<file path="src/ptp_bridge_pkg.sv">
`default_nettype none
package ptp_bridge_pkg;

  // ---------------------------------------------------------------
  // Command bus opcodes
  // ---------------------------------------------------------------
  localparam logic [3:0] OP_PEER_MEM_WR = 4'h5;
  localparam logic [3:0] OP_PTP_RD = 4'h6;
  localparam logic [3:0] OP_PTP_WR = 4'h7;
  localparam logic [3:0] OP_LOAD_DN = 4'hc;
  localparam logic [3:0] OP_BYPASS = 4'he;
  localparam logic [3:0] OP_NOP = 4'hf;

  // ---------------------------------------------------------------
  // Transfer type encodings and load-data kind
  // ---------------------------------------------------------------
  localparam logic [1:0] TT_BYTE = 2'h0;
  localparam logic [1:0] TT_LONG = 2'h1;
  localparam logic [1:0] TT_QUAD = 2'h2;
  localparam logic [1:0] TT_ILLEGAL = 2'h3;
  localparam logic [1:0] LDP_PTP = 2'h2;

  // ---------------------------------------------------------------
  // First-beat word layout
  // ---------------------------------------------------------------
  localparam int OP_HI = 15;
  localparam int OP_LO = 12;
  localparam int TT_HI = 11;
  localparam int TT_LO = 10;
  localparam int MASK_HI = 9;
  localparam int MASK_LO = 2;
  localparam int ADDR_LO = 3;

  // ---------------------------------------------------------------
  // Limits and quadword counts
  // ---------------------------------------------------------------
  localparam logic [2:0] PTP_MAX_OUT = 3'h4;
  localparam logic [3:0] QW_LONG = 4'h4;
  localparam logic [3:0] QW_ONE = 4'h1;

  typedef struct packed {
    logic valid;
    logic first;
    logic [15:0] word;
  } cab_cmd_s;

  typedef struct packed {
    logic valid;
    logic first;
    logic from_ctrl;
    logic [15:0] word;
  } cab_snoop_s;

  typedef struct packed {
    logic valid;
    logic is_write;
    logic [1:0] ttype;
    logic [7:0] mask;
    logic [2:0] addr;
    logic [15:0] bmask;
  } ptp_req_s;

  localparam cab_cmd_s CMD_IDLE = '{valid: 1'b0, first: 1'b0, word: 16'h0000};

endpackage : ptp_bridge_pkg
`default_nettype wire

</file>
<file path="src/ptp_bridge.sv">
// Summary of operation
// - Register write is one indivisible bus transaction, no count limit.
// - At most four peer operations outstanding in the controller.
// - Fifth peer request waits until oldest request's queue data drains.
// - Peer read completes on its returning load-data command; full block.
// - Snoop other bridge's peer read and write commands into the tally.
// - Peer write completes on controller's peer-origin memory write.
// - Peer write command carries its transfer length in the mask.
// - No new peer request accepted until earlier ones are issued.
// - Peer write mask flags every quadword moved, full or partial.
// - Byte-mask bypass with 16 bits precedes every peer write.
// - Single-quadword transfer uses only low 8 bypass bits.
// - Bypass bit order ascends with byte address, bit 0 lowest.
// - Priority goes to the bridge with the oldest unmatched bypass.
// - Never two bypass commands without a peer write between.
// - Peer write only after its bypass and while holding priority.
// - Byte type: mask selects bytes of one quadword.
// - Longword type: four quadwords move, mask pairs per quadword.
// - Quadword type: count equals set mask bits, first is lowest.
// - Quadword mask covers up to eight quadwords, one bit each.
// - Bypass uses opcode 1110 over two command cycles.
`timescale 1ns/100ps
`default_nettype none
module ptp_bridge
  import ptp_bridge_pkg::*;
(
  input wire logic clk_in, // 10 MHz system clock
  input wire logic sys_rst_in, // Synchronous reset, active high
  input wire ptp_req_s req_in, // Peer request from the PCI side
  output logic accept_ready_out, // Request can be taken this cycle
  output logic req_refused_out, // Request refused for illegal type or non-quadword write
  input wire logic cab_grant_in, // Command bus granted to us
  output cab_cmd_s cab_cmd_out, // Command bus beat driven
  input wire cab_snoop_s snoop_in, // Beats seen from the other parties
  output logic ptp_prio_out, // We hold peer write priority
  output logic [2:0] ptp_outstanding_out, // Uncompleted peer operations
  output logic [3:0] xfer_qw_out, // Quadwords moved by latched request
  output logic ttype_error_out // Illegal transfer type seen, sticky
);

  // ---------------------------------------------------------------
  // State
  // ---------------------------------------------------------------
  typedef enum logic [2:0] {
    ST_IDLE = 3'b000,
    ST_BYP_A = 3'b001,
    ST_BYP_B = 3'b010,
    ST_WAIT_WR = 3'b011,
    ST_WR_A = 3'b100,
    ST_WR_B = 3'b101,
    ST_RD_A = 3'b110,
    ST_RD_B = 3'b111
  } ptp_state_e;

  ptp_state_e state_r, state_nxt;
  ptp_req_s req_r, req_nxt;
  cab_cmd_s cmd_r, cmd_nxt;
  logic [2:0] count_r, count_nxt;
  logic [3:0] qw_r, qw_nxt;
  logic self_pend_r, self_pend_nxt;
  logic other_pend_r, other_pend_nxt;
  logic self_older_r, self_older_nxt;
  logic prio_r, prio_nxt;
  logic ready_r, ready_nxt;
  logic refused_r, refused_nxt;
  logic terr_r, terr_nxt;

  // ---------------------------------------------------------------
  // Snoop decode
  // ---------------------------------------------------------------
  logic snp_head;
  logic [3:0] snp_op;
  logic snp_other_ptp;
  logic snp_other_byp;
  logic snp_other_wr;
  logic snp_done;
  logic snp_bad_tt;

  always_comb begin
    snp_head = snoop_in.valid && snoop_in.first;
    snp_op = snoop_in.word[OP_HI:OP_LO];
    snp_other_ptp = snp_head && !snoop_in.from_ctrl &&
                    (snp_op == OP_PTP_RD || snp_op == OP_PTP_WR);
    snp_other_byp = snp_head && !snoop_in.from_ctrl && snp_op == OP_BYPASS;
    snp_other_wr = snp_head && !snoop_in.from_ctrl && snp_op == OP_PTP_WR;
    snp_done = snp_head && snoop_in.from_ctrl &&
               ((snp_op == OP_LOAD_DN && snoop_in.word[TT_HI:TT_LO] == LDP_PTP) ||
                snp_op == OP_PEER_MEM_WR);
    snp_bad_tt = snp_head && snoop_in.word[TT_HI:TT_LO] == TT_ILLEGAL &&
                 (snp_op == OP_PTP_RD || snp_op == OP_PTP_WR ||
                  (snoop_in.from_ctrl && snp_op == OP_PEER_MEM_WR));
  end

  // ---------------------------------------------------------------
  // Quadword count of an incoming request
  // ---------------------------------------------------------------
  function automatic logic [3:0] qw_count(input logic [1:0] tt, input logic [7:0] m);
    logic [3:0] n;
    n = 4'h0;
    unique case (tt)
      TT_BYTE: n = QW_ONE;
      TT_LONG: n = QW_LONG;
      default: begin
        for (int i = 0; i < 8; i++) begin
          n = n + {3'h0, m[i]};
        end
      end
    endcase
    return n;
  endfunction : qw_count

  // ---------------------------------------------------------------
  // Next state
  // ---------------------------------------------------------------
  logic own_issue;
  logic own_byp;
  logic own_wr;
  logic credit_ok;

  always_comb begin
    state_nxt = state_r;
    req_nxt = req_r;
    cmd_nxt = CMD_IDLE;
    qw_nxt = qw_r;
    refused_nxt = 1'b0;
    terr_nxt = terr_r || snp_bad_tt;
    own_issue = 1'b0;
    own_byp = 1'b0;
    own_wr = 1'b0;
    credit_ok = count_r < PTP_MAX_OUT;
    unique case (state_r)
      ST_IDLE: begin
        if (req_in.valid && ready_r) begin
          if (req_in.ttype == TT_ILLEGAL ||
              (req_in.is_write && req_in.ttype != TT_QUAD)) begin
            refused_nxt = 1'b1;
          end else begin
            req_nxt = req_in;
            qw_nxt = qw_count(req_in.ttype, req_in.mask);
            if (qw_count(req_in.ttype, req_in.mask) == QW_ONE) begin
              req_nxt.bmask[15:8] = 8'h00;
            end
            state_nxt = req_in.is_write ? ST_BYP_A : ST_RD_A;
          end
        end
      end
      ST_BYP_A: begin
        if (cab_grant_in && !self_pend_r) begin
          cmd_nxt = '{valid: 1'b1, first: 1'b1, word: {OP_BYPASS, 12'h000}};
          own_byp = 1'b1;
          state_nxt = ST_BYP_B;
        end
      end
      ST_BYP_B: begin
        cmd_nxt = '{valid: 1'b1, first: 1'b0, word: req_r.bmask};
        state_nxt = ST_WAIT_WR;
      end
      ST_WAIT_WR: begin
        if (cab_grant_in && prio_r && credit_ok) begin
          cmd_nxt = '{valid: 1'b1, first: 1'b1,
                      word: {OP_PTP_WR, TT_QUAD, req_r.mask, 2'h0}};
          own_issue = 1'b1;
          own_wr = 1'b1;
          state_nxt = ST_WR_A;
        end
      end
      ST_WR_A: begin
        cmd_nxt = '{valid: 1'b1, first: 1'b0, word: {10'h000, req_r.addr, 3'h0}};
        state_nxt = ST_WR_B;
      end
      ST_RD_A: begin
        if (cab_grant_in && credit_ok) begin
          cmd_nxt = '{valid: 1'b1, first: 1'b1,
                      word: {OP_PTP_RD, req_r.ttype, req_r.mask, 2'h0}};
          own_issue = 1'b1;
          state_nxt = ST_RD_B;
        end
      end
      ST_RD_B: begin
        // Address beat follows the head with no gap, then one idle cycle
        cmd_nxt = '{valid: 1'b1, first: 1'b0, word: {10'h000, req_r.addr, 3'h0}};
        state_nxt = ST_WR_B;
      end
      ST_WR_B: begin
        state_nxt = ST_IDLE;
      end
    endcase
    // Outstanding tally shared with the other bridge
    count_nxt = count_r + {2'h0, own_issue || snp_other_ptp} -
                {2'h0, snp_done && count_r != 3'h0};
    // Priority tracking between the two bypass senders
    self_pend_nxt = self_pend_r;
    other_pend_nxt = other_pend_r;
    self_older_nxt = self_older_r;
    if (own_byp) begin
      self_pend_nxt = 1'b1;
      self_older_nxt = !other_pend_r;
    end
    if (own_wr) begin
      self_pend_nxt = 1'b0;
      self_older_nxt = 1'b0;
    end
    if (snp_other_byp) begin
      other_pend_nxt = 1'b1;
    end
    if (snp_other_wr) begin
      other_pend_nxt = 1'b0;
      self_older_nxt = self_pend_nxt;
    end
    prio_nxt = self_pend_nxt && (!other_pend_nxt || self_older_nxt);
    ready_nxt = state_nxt == ST_IDLE && !(req_in.valid && ready_r);
  end

  always_ff @(posedge clk_in) begin
    if (sys_rst_in) begin
      state_r <= ST_IDLE;
      req_r <= '0;
      cmd_r <= CMD_IDLE;
      count_r <= 3'h0;
      qw_r <= 4'h0;
      self_pend_r <= 1'b0;
      other_pend_r <= 1'b0;
      self_older_r <= 1'b0;
      prio_r <= 1'b0;
      ready_r <= 1'b0;
      refused_r <= 1'b0;
      terr_r <= 1'b0;
    end else begin
      state_r <= state_nxt;
      req_r <= req_nxt;
      cmd_r <= cmd_nxt;
      count_r <= count_nxt;
      qw_r <= qw_nxt;
      self_pend_r <= self_pend_nxt;
      other_pend_r <= other_pend_nxt;
      self_older_r <= self_older_nxt;
      prio_r <= prio_nxt;
      ready_r <= ready_nxt;
      refused_r <= refused_nxt;
      terr_r <= terr_nxt;
    end
  end

  assign accept_ready_out = ready_r;
  assign req_refused_out = refused_r;
  assign cab_cmd_out = cmd_r;
  assign ptp_prio_out = prio_r;
  assign ptp_outstanding_out = count_r;
  assign xfer_qw_out = qw_r;
  assign ttype_error_out = terr_r;
endmodule : ptp_bridge
`default_nettype wire

</file>
<file path="config.mk">
export PLATFORM = sky130hd
export DESIGN_NAME = ptp_bridge
export DESIGN_NICKNAME = d
export VERILOG_FILES = /design/src/ptp_bridge_pkg.sv /design/src/ptp_bridge.sv
export SDC_FILE = /design/constraint.sdc
export NUM_CORES = 1
export LEC_CHECK = 0
export BUFFER_PORTS_ARGS = -buffer_cell sky130_fd_sc_hd__buf_2
export CAP_MARGIN = 20
export CORE_MARGIN = 4
export CORE_UTILIZATION = 29
export CTS_CLUSTER_SIZE = 14
export DETAILED_ROUTE_END_ITERATION = 12
export PLACE_DENSITY = 0.49
export SETUP_SLACK_MARGIN = 0.5
export SYNTH_ARGS = -nofsm -noshare
export SYNTH_HDL_FRONTEND = slang
export SYNTH_SLANG_ARGS = --single-unit
</file>
<file path="constraint.sdc">
create_clock -name clk_in -period 4.6 [get_ports clk_in]
set_input_delay 0.46 -clock clk_in [delete_from_list [all_inputs] [get_ports clk_in]]
set_output_delay 0.46 -clock clk_in [all_outputs]
set_load 0.005 [all_outputs]
</file>
* Word level (Yosys, flattened, before mapping) *
Index checks and enable logic that the tools add are counted.

storage, ports and cells
  bits in read-only memories = 0
  bits in registers = 64
  output and inout port bits = 29
  input bits = 53
  latch bits = 0
  memory bits (writable) = 0
  logic and storage cells = 117
  memories kept = 0

operators by class
  reduce and logical (&&, ||, !) cells = 39
  shift-type cells = 0
  bitwise operators = 3
  mux-type cells = 30
  divide/modulo/power cells = 0
  equality and inequality tests = 18
  $lt $le $gt $ge = 1
  add/sub/neg operators = 9
  multiply operators = 0

operators with widths
  kind                                                                   count
  18-bit one-hot mux with 5 select lines                                 1
  18-bit two-way mux                                                     3
  3-bit one-hot mux with 7 select lines                                  1
  1-bit logical AND                                                      20
  3-bit two-way mux                                                      6
  4-bit by 1-bit adder with 4-bit output                                 4
  1-bit two-way mux                                                      13
  3-bit equality test, second input constant                             4
  4-bit by 3-bit equality test with 1-bit output, second input constant  3
  4-bit two-way mux                                                      3
  4-bit equality test, second input constant                             2
  8-bit two-way mux                                                      1
  4-bit one-hot mux with 2 select lines                                  1
  1-bit logical OR                                                       7
  2-bit equality test, second input constant                             3
  3-bit by 2-bit equality test with 1-bit output, second input constant  2
  3-bit logical NOT                                                      2
  1-bit logical NOT                                                      5
  3-bit by 1-bit adder with 4-bit output                                 1
  4-bit by 1-bit equality test with 1-bit output, second input constant  1
  2-bit by 1-bit adder with 3-bit output                                 1
  3-bit by 1-bit adder with 3-bit output                                 1
  3-bit by 1-bit equality test with 1-bit output, second input constant  1
  3-bit < comparator, second input constant                              1
  11 further kinds                                                       13

* Depth between registers and ports, before layout *
  word-level depth = 13
  mapped depth = 11
  gate-level depth less buffers = 11

* Worst setup path before layout *
No wires, ideal clock.

  path type = input to register
  start = input req_in[19] (netlist bit)
  end = register req_r[10] (netlist bit)
  path buffers = 0
  slack = 1132 ps
  required time = 4540 ps
  cell stages on the path = 11
  setup time = 60 ps
  arrival time = 3408 ps
  path through = fa_1 -> inv_1 -> fa_1 -> fa_1 -> inv_1 -> ha_1 -> fa_1 -> xnor2_1 -> a21o_1 -> a311oi_4 -> a22o_1

between the ends
  cells in the longest elaborated chain, start to end = 13

RTL lines
  what                                                  line               RTL
  start: declaration                                    ptp_bridge.sv:29   input wire ptp_req_s req_in,
  1-bit by 1-bit adder with 2-bit output                ptp_bridge.sv:105  n = n + {3'h0, m[i]};
  2-bit by 1-bit adder with 3-bit output                ptp_bridge.sv:105
  3-bit by 1-bit adder with 4-bit output                ptp_bridge.sv:105
  4-bit by 1-bit adder with 4-bit output (4 in series)  ptp_bridge.sv:105
  4-bit one-hot mux with 2 select lines                 ptp_bridge.sv:100  unique case (tt)
  4-bit two-way mux                                     ptp_bridge.sv:134  if (req_in.ttype == TT_ILLEGAL ||
  4-bit two-way mux                                     ptp_bridge.sv:133  if (req_in.valid && ready_r) begin
  4-bit two-way mux                                     ptp_bridge.sv:131  unique case (state_r)
  4-bit by 1-bit equality test with 1-bit output        ptp_bridge.sv:140  if (qw_count(req_in.ttype, req_in.mask) == QW_ONE) begin
  8-bit two-way mux                                     ptp_bridge.sv:140
  end signal: assignment                                ptp_bridge.sv:230  req_r <= req_nxt;
  end: declaration                                      ptp_bridge.sv:56   ptp_req_s req_r, req_nxt;

Every way passes these cells. The select of a mux whose other input is x is not followed.
A chain may end at the register's enable or synchronous reset.

* Final worst setup path *
  start = input req_in[19] (netlist bit)
  end = register req_r[12] (netlist bit)

The elaborated chain is that of the path after synthesis.

==> flow_summary.json <==
{
  "synth-compound-area-share_pct": 18.7,
  "diodes": 0,
  "critPathLaunchType": "input port",
  "slowest_stage": "fa_1",
  "die-area_sq_mm": 0.0113,
  "yosysSeqAreaShare_pct": 45.9,
  "ys_types": 49,
  "whs_ns": 0.340,
  "cts_resized": 0,
  "track_usage_pct": 13.1,
  "p_sw_mw": 0.359,
  "crit_type": "input port to flip-flop",
  "h-tree-depth": 3,
  "routed_wl_microns": 7090,
  "crit_buf_inv": 3,
  "syn_area_sq_mm": 0.00279,
  "cp_data_arrival_time_ns": 3.77,
  "synth_ff_type": "dfxtp_1",
  "cts_buffers": 9,
  "post-route-min-period_ns": 3.49,
  "grt_pass1_wl_microns": 11600,
  "dp_worst_setup_slack_ns": 0.735,
  "cpPeakStageDelay_ns": 0.53,
  "p_per_area_mw_per_mm2": 384,
  "dr.pass1.iters": 4,
  "nets": 439,
  "io_pins": 82,
  "outcome": "finished, final reports clean",
  "busiest_layer": "met2",
  "comb_power_share_pct": 13.6,
  "total_power_mw": 1.34,
  "viasPerCell": 4.64,
  "cts_setup_buffers": 0,
  "cp_cell_sequence": "buf_2 -> fa_1 -> inv_1 -> fa_1 -> fa_1 -> inv_1 -> ha_1 -> fa_1 -> xnor2_1 -> a21o_1 -> a311oi_4 -> a22o_1",
  "syn_avg_cell_area_sq_um": 9.12,
  "p_seq_share_pct": 44.9,
  "leakage_nw": 1.46,
  "hp-class": "input port to flip-flop",
  "cts_tree": "yes",
  "rows": 35,
  "worstSkewPairLatency_ns": 0.34,
  "required_ns": 4.88,
  "start_util_pct": 30.1,
  "cts_hold_buf": 0,
  "worstMarginPinSlew_ns": 0.893,
  "clk_pin_slew_worst_paths_ns": 0.07,
  "die_w_microns": 106,
  "slew-limit-headroom_pct": 40.5,
  "cp_common_cell": "fa_1",
  "drv_cap": 0,
  "grtUsageMet3_pct": 3.70,
  "crit_family": "adder cells",
  "switching_share_pct": 26.8,
  "cts.sinks": 64,
  "finalCritPeriodShare_pct": 75.9,
  "rsz0062_at_grt": "no",
  "peakVddDrop_mv": 0.119,
  "antenna_found_initial": 0,
  "crit_fanout": 8,
  "final_common_cell": "buf_2",
  "synth_edf_count": 0,
  "use_met1_pct": 18.6,
  "clockRootBuffer": "clkbuf_8",
  "rrSetupSlack_ns": 1.80,
  "die_h_microns": 106,
  "final_cell_mix": "buf_2 (71), dfxtp_1 (64), nand2_1 (56), a21oi_1 (32), inv_1 (19)",
  "grt_max_degree": 44,
  "setup-violations-final": 0,
  "place_congestion": 0.709,
  "overflow": 0,
  "postLayoutSetupSlackWorst_ns": 1.11,
  "ant_nets": 0,
  "synth.area.mux_share_pct": 1.57,
  "pwr-share-clk_pct": 41.5,
  "syn_to_final_growth_pct": 24.8,
  "endpoint_kind": "flip-flop",
  "synth_xor_area_share_pct": 1.26,
  "ys_ff_latch": 64,
  "dp_hpwl_microns": 5050,
  "synth_fa_ha_area_share_pct": 5.83,
  "clock_skew_ns": 0.0102,
  "p_int_mw": 0.978,
  "synth_top_family_by_area": "simple AND/OR/NAND/NOR gates",
  "grt_pass1_vias": 2264,
  "drive_gt1_share_pct": 25.7,
  "core_sq_mm": 0.00928,
  "num_vias": 2366,
  "synth_simple_gate_area_share_pct": 21.6,
  "setup_tns_ns": 0,
  "syn_nets": 369,
  "drc": 0,
  "syn_inst": 306,
  "finalMaxSlewViolations": 0,
  "fmax_mhz": 286,
  "use_met2_pct": 18.6,
  "hold_viol_final": 0,
  "wl_per_cell_microns": 13.9,
  "synth-warning-count": 0,
  "async_reset_ff_share_pct": 0,
  "drt_iter0_drc": 143,
  "cts_buffer_depth": 2,
  "port_buffers": 71
}
==> cells by family after synthesis <==
logic type / Yosys count
AOI/OAI and AO/OA: 73
and+or+nand+nor: 119
adders and majority gates: 10
xor gates and xnor gates: 4
muxes: 3
buffers and inverters: 33
DFF: 64
==> synthesized netlist by cell type, drive strengths merged (2+ instances only) <==
cell	count	area share (%)
a21o	3	0.81
a21oi	32	5.7
a221oi	2	0.63
a222oi	2	0.72
a22o	13	4.1
a41oi	2	0.63
and2	4	0.90
and4b	2	0.72
buf	7	1.6
clkbuf	7	0.94
dfxtp	64	46
fa	5	3.6
ha	5	2.2
inv	19	2.6
mux2i	2	1.2
nand2	56	7.5
nand2b	8	1.8
nand3	5	0.90
nand3b	2	0.54
nor2	19	2.6
nor2b	5	1.1
nor3	7	1.7
nor4b	2	0.63
nor4bb	2	0.72
o211a	2	0.72
o21a	2	0.54
o21ai	7	1.3
o21bai	2	0.54
xnor2	4	1.3
==> power groups by stage <==
stage               Sequential, mW  Combinational (mW)  Clock (mW)
detailed placement           0.613               0.183           0
global route                 0.605               0.208       0.598
CTS                          0.600               0.184       0.569
global placement             0.612               0.181           0
finish                       0.600               0.182       0.555
floorplan                    0.605               0.129           0
==> registers in the layout, indices dropped and copies added (netlist names) <==
signal / flops
req_r: 29
cab_cmd_out: 18
xfer_qw_out: 4
ptp_outstanding_out: 3
state_r: 3
accept_ready_out: 1
other_pend_r: 1
ptp_prio_out: 1
req_refused_out: 1
self_older_r: 1
self_pend_r: 1
ttype_error_out: 1
==> layer usage <==
metal | wire, microns | vias up
li1 | - | 1199
met1 | 3600 | 1107
met2 | 3110 | 56
met3 | 326 | 4
met4 | 57 | 0
met5 | 0 | -
==> metrics by stage <==
stage | utilization [%] | instances | instance area [sq um]
2_1_floorplan | - | 306 | 2790
3_3_place_gp | 35.0 | 494 | 3250
3_5_place_dp | 35.0 | 494 | 3250
4_1_cts | 37.5 | 510 | 3480
5_1_grt | 37.5 | 510 | 3480
6_report | 37.5 | 510 | 3480
==> path summary, 6_finish.rpt <==
check,endpoint,depth (start not counted),startpoint
min reg2reg,cab_cmd_out[13]$_SDFF_PP0_,2,req_r[13]$_SDFFE_PP0P_
min,req_r[10]$_SDFFE_PP0P_,2,req_in[10]
max reg2reg,ptp_outstanding_out[2]$_SDFF_PP0_,10,state_r[2]$_SDFF_PP0_
max,req_r[12]$_SDFFE_PP0P_,12,req_in[19]
==> cell type report <==
type / instances / area, sq um
fill: 1009 / 5800
clock buffer: 10 / 138
clock inverter: 6 / 92.6
timing repair buffer: 73 / 370
tap: 129 / 161
inverter: 19 / 71.3
sequential: 64 / 1280
multi-input combinational: 209 / 1370
Note: power is estimated with default switching activity, not from simulation.
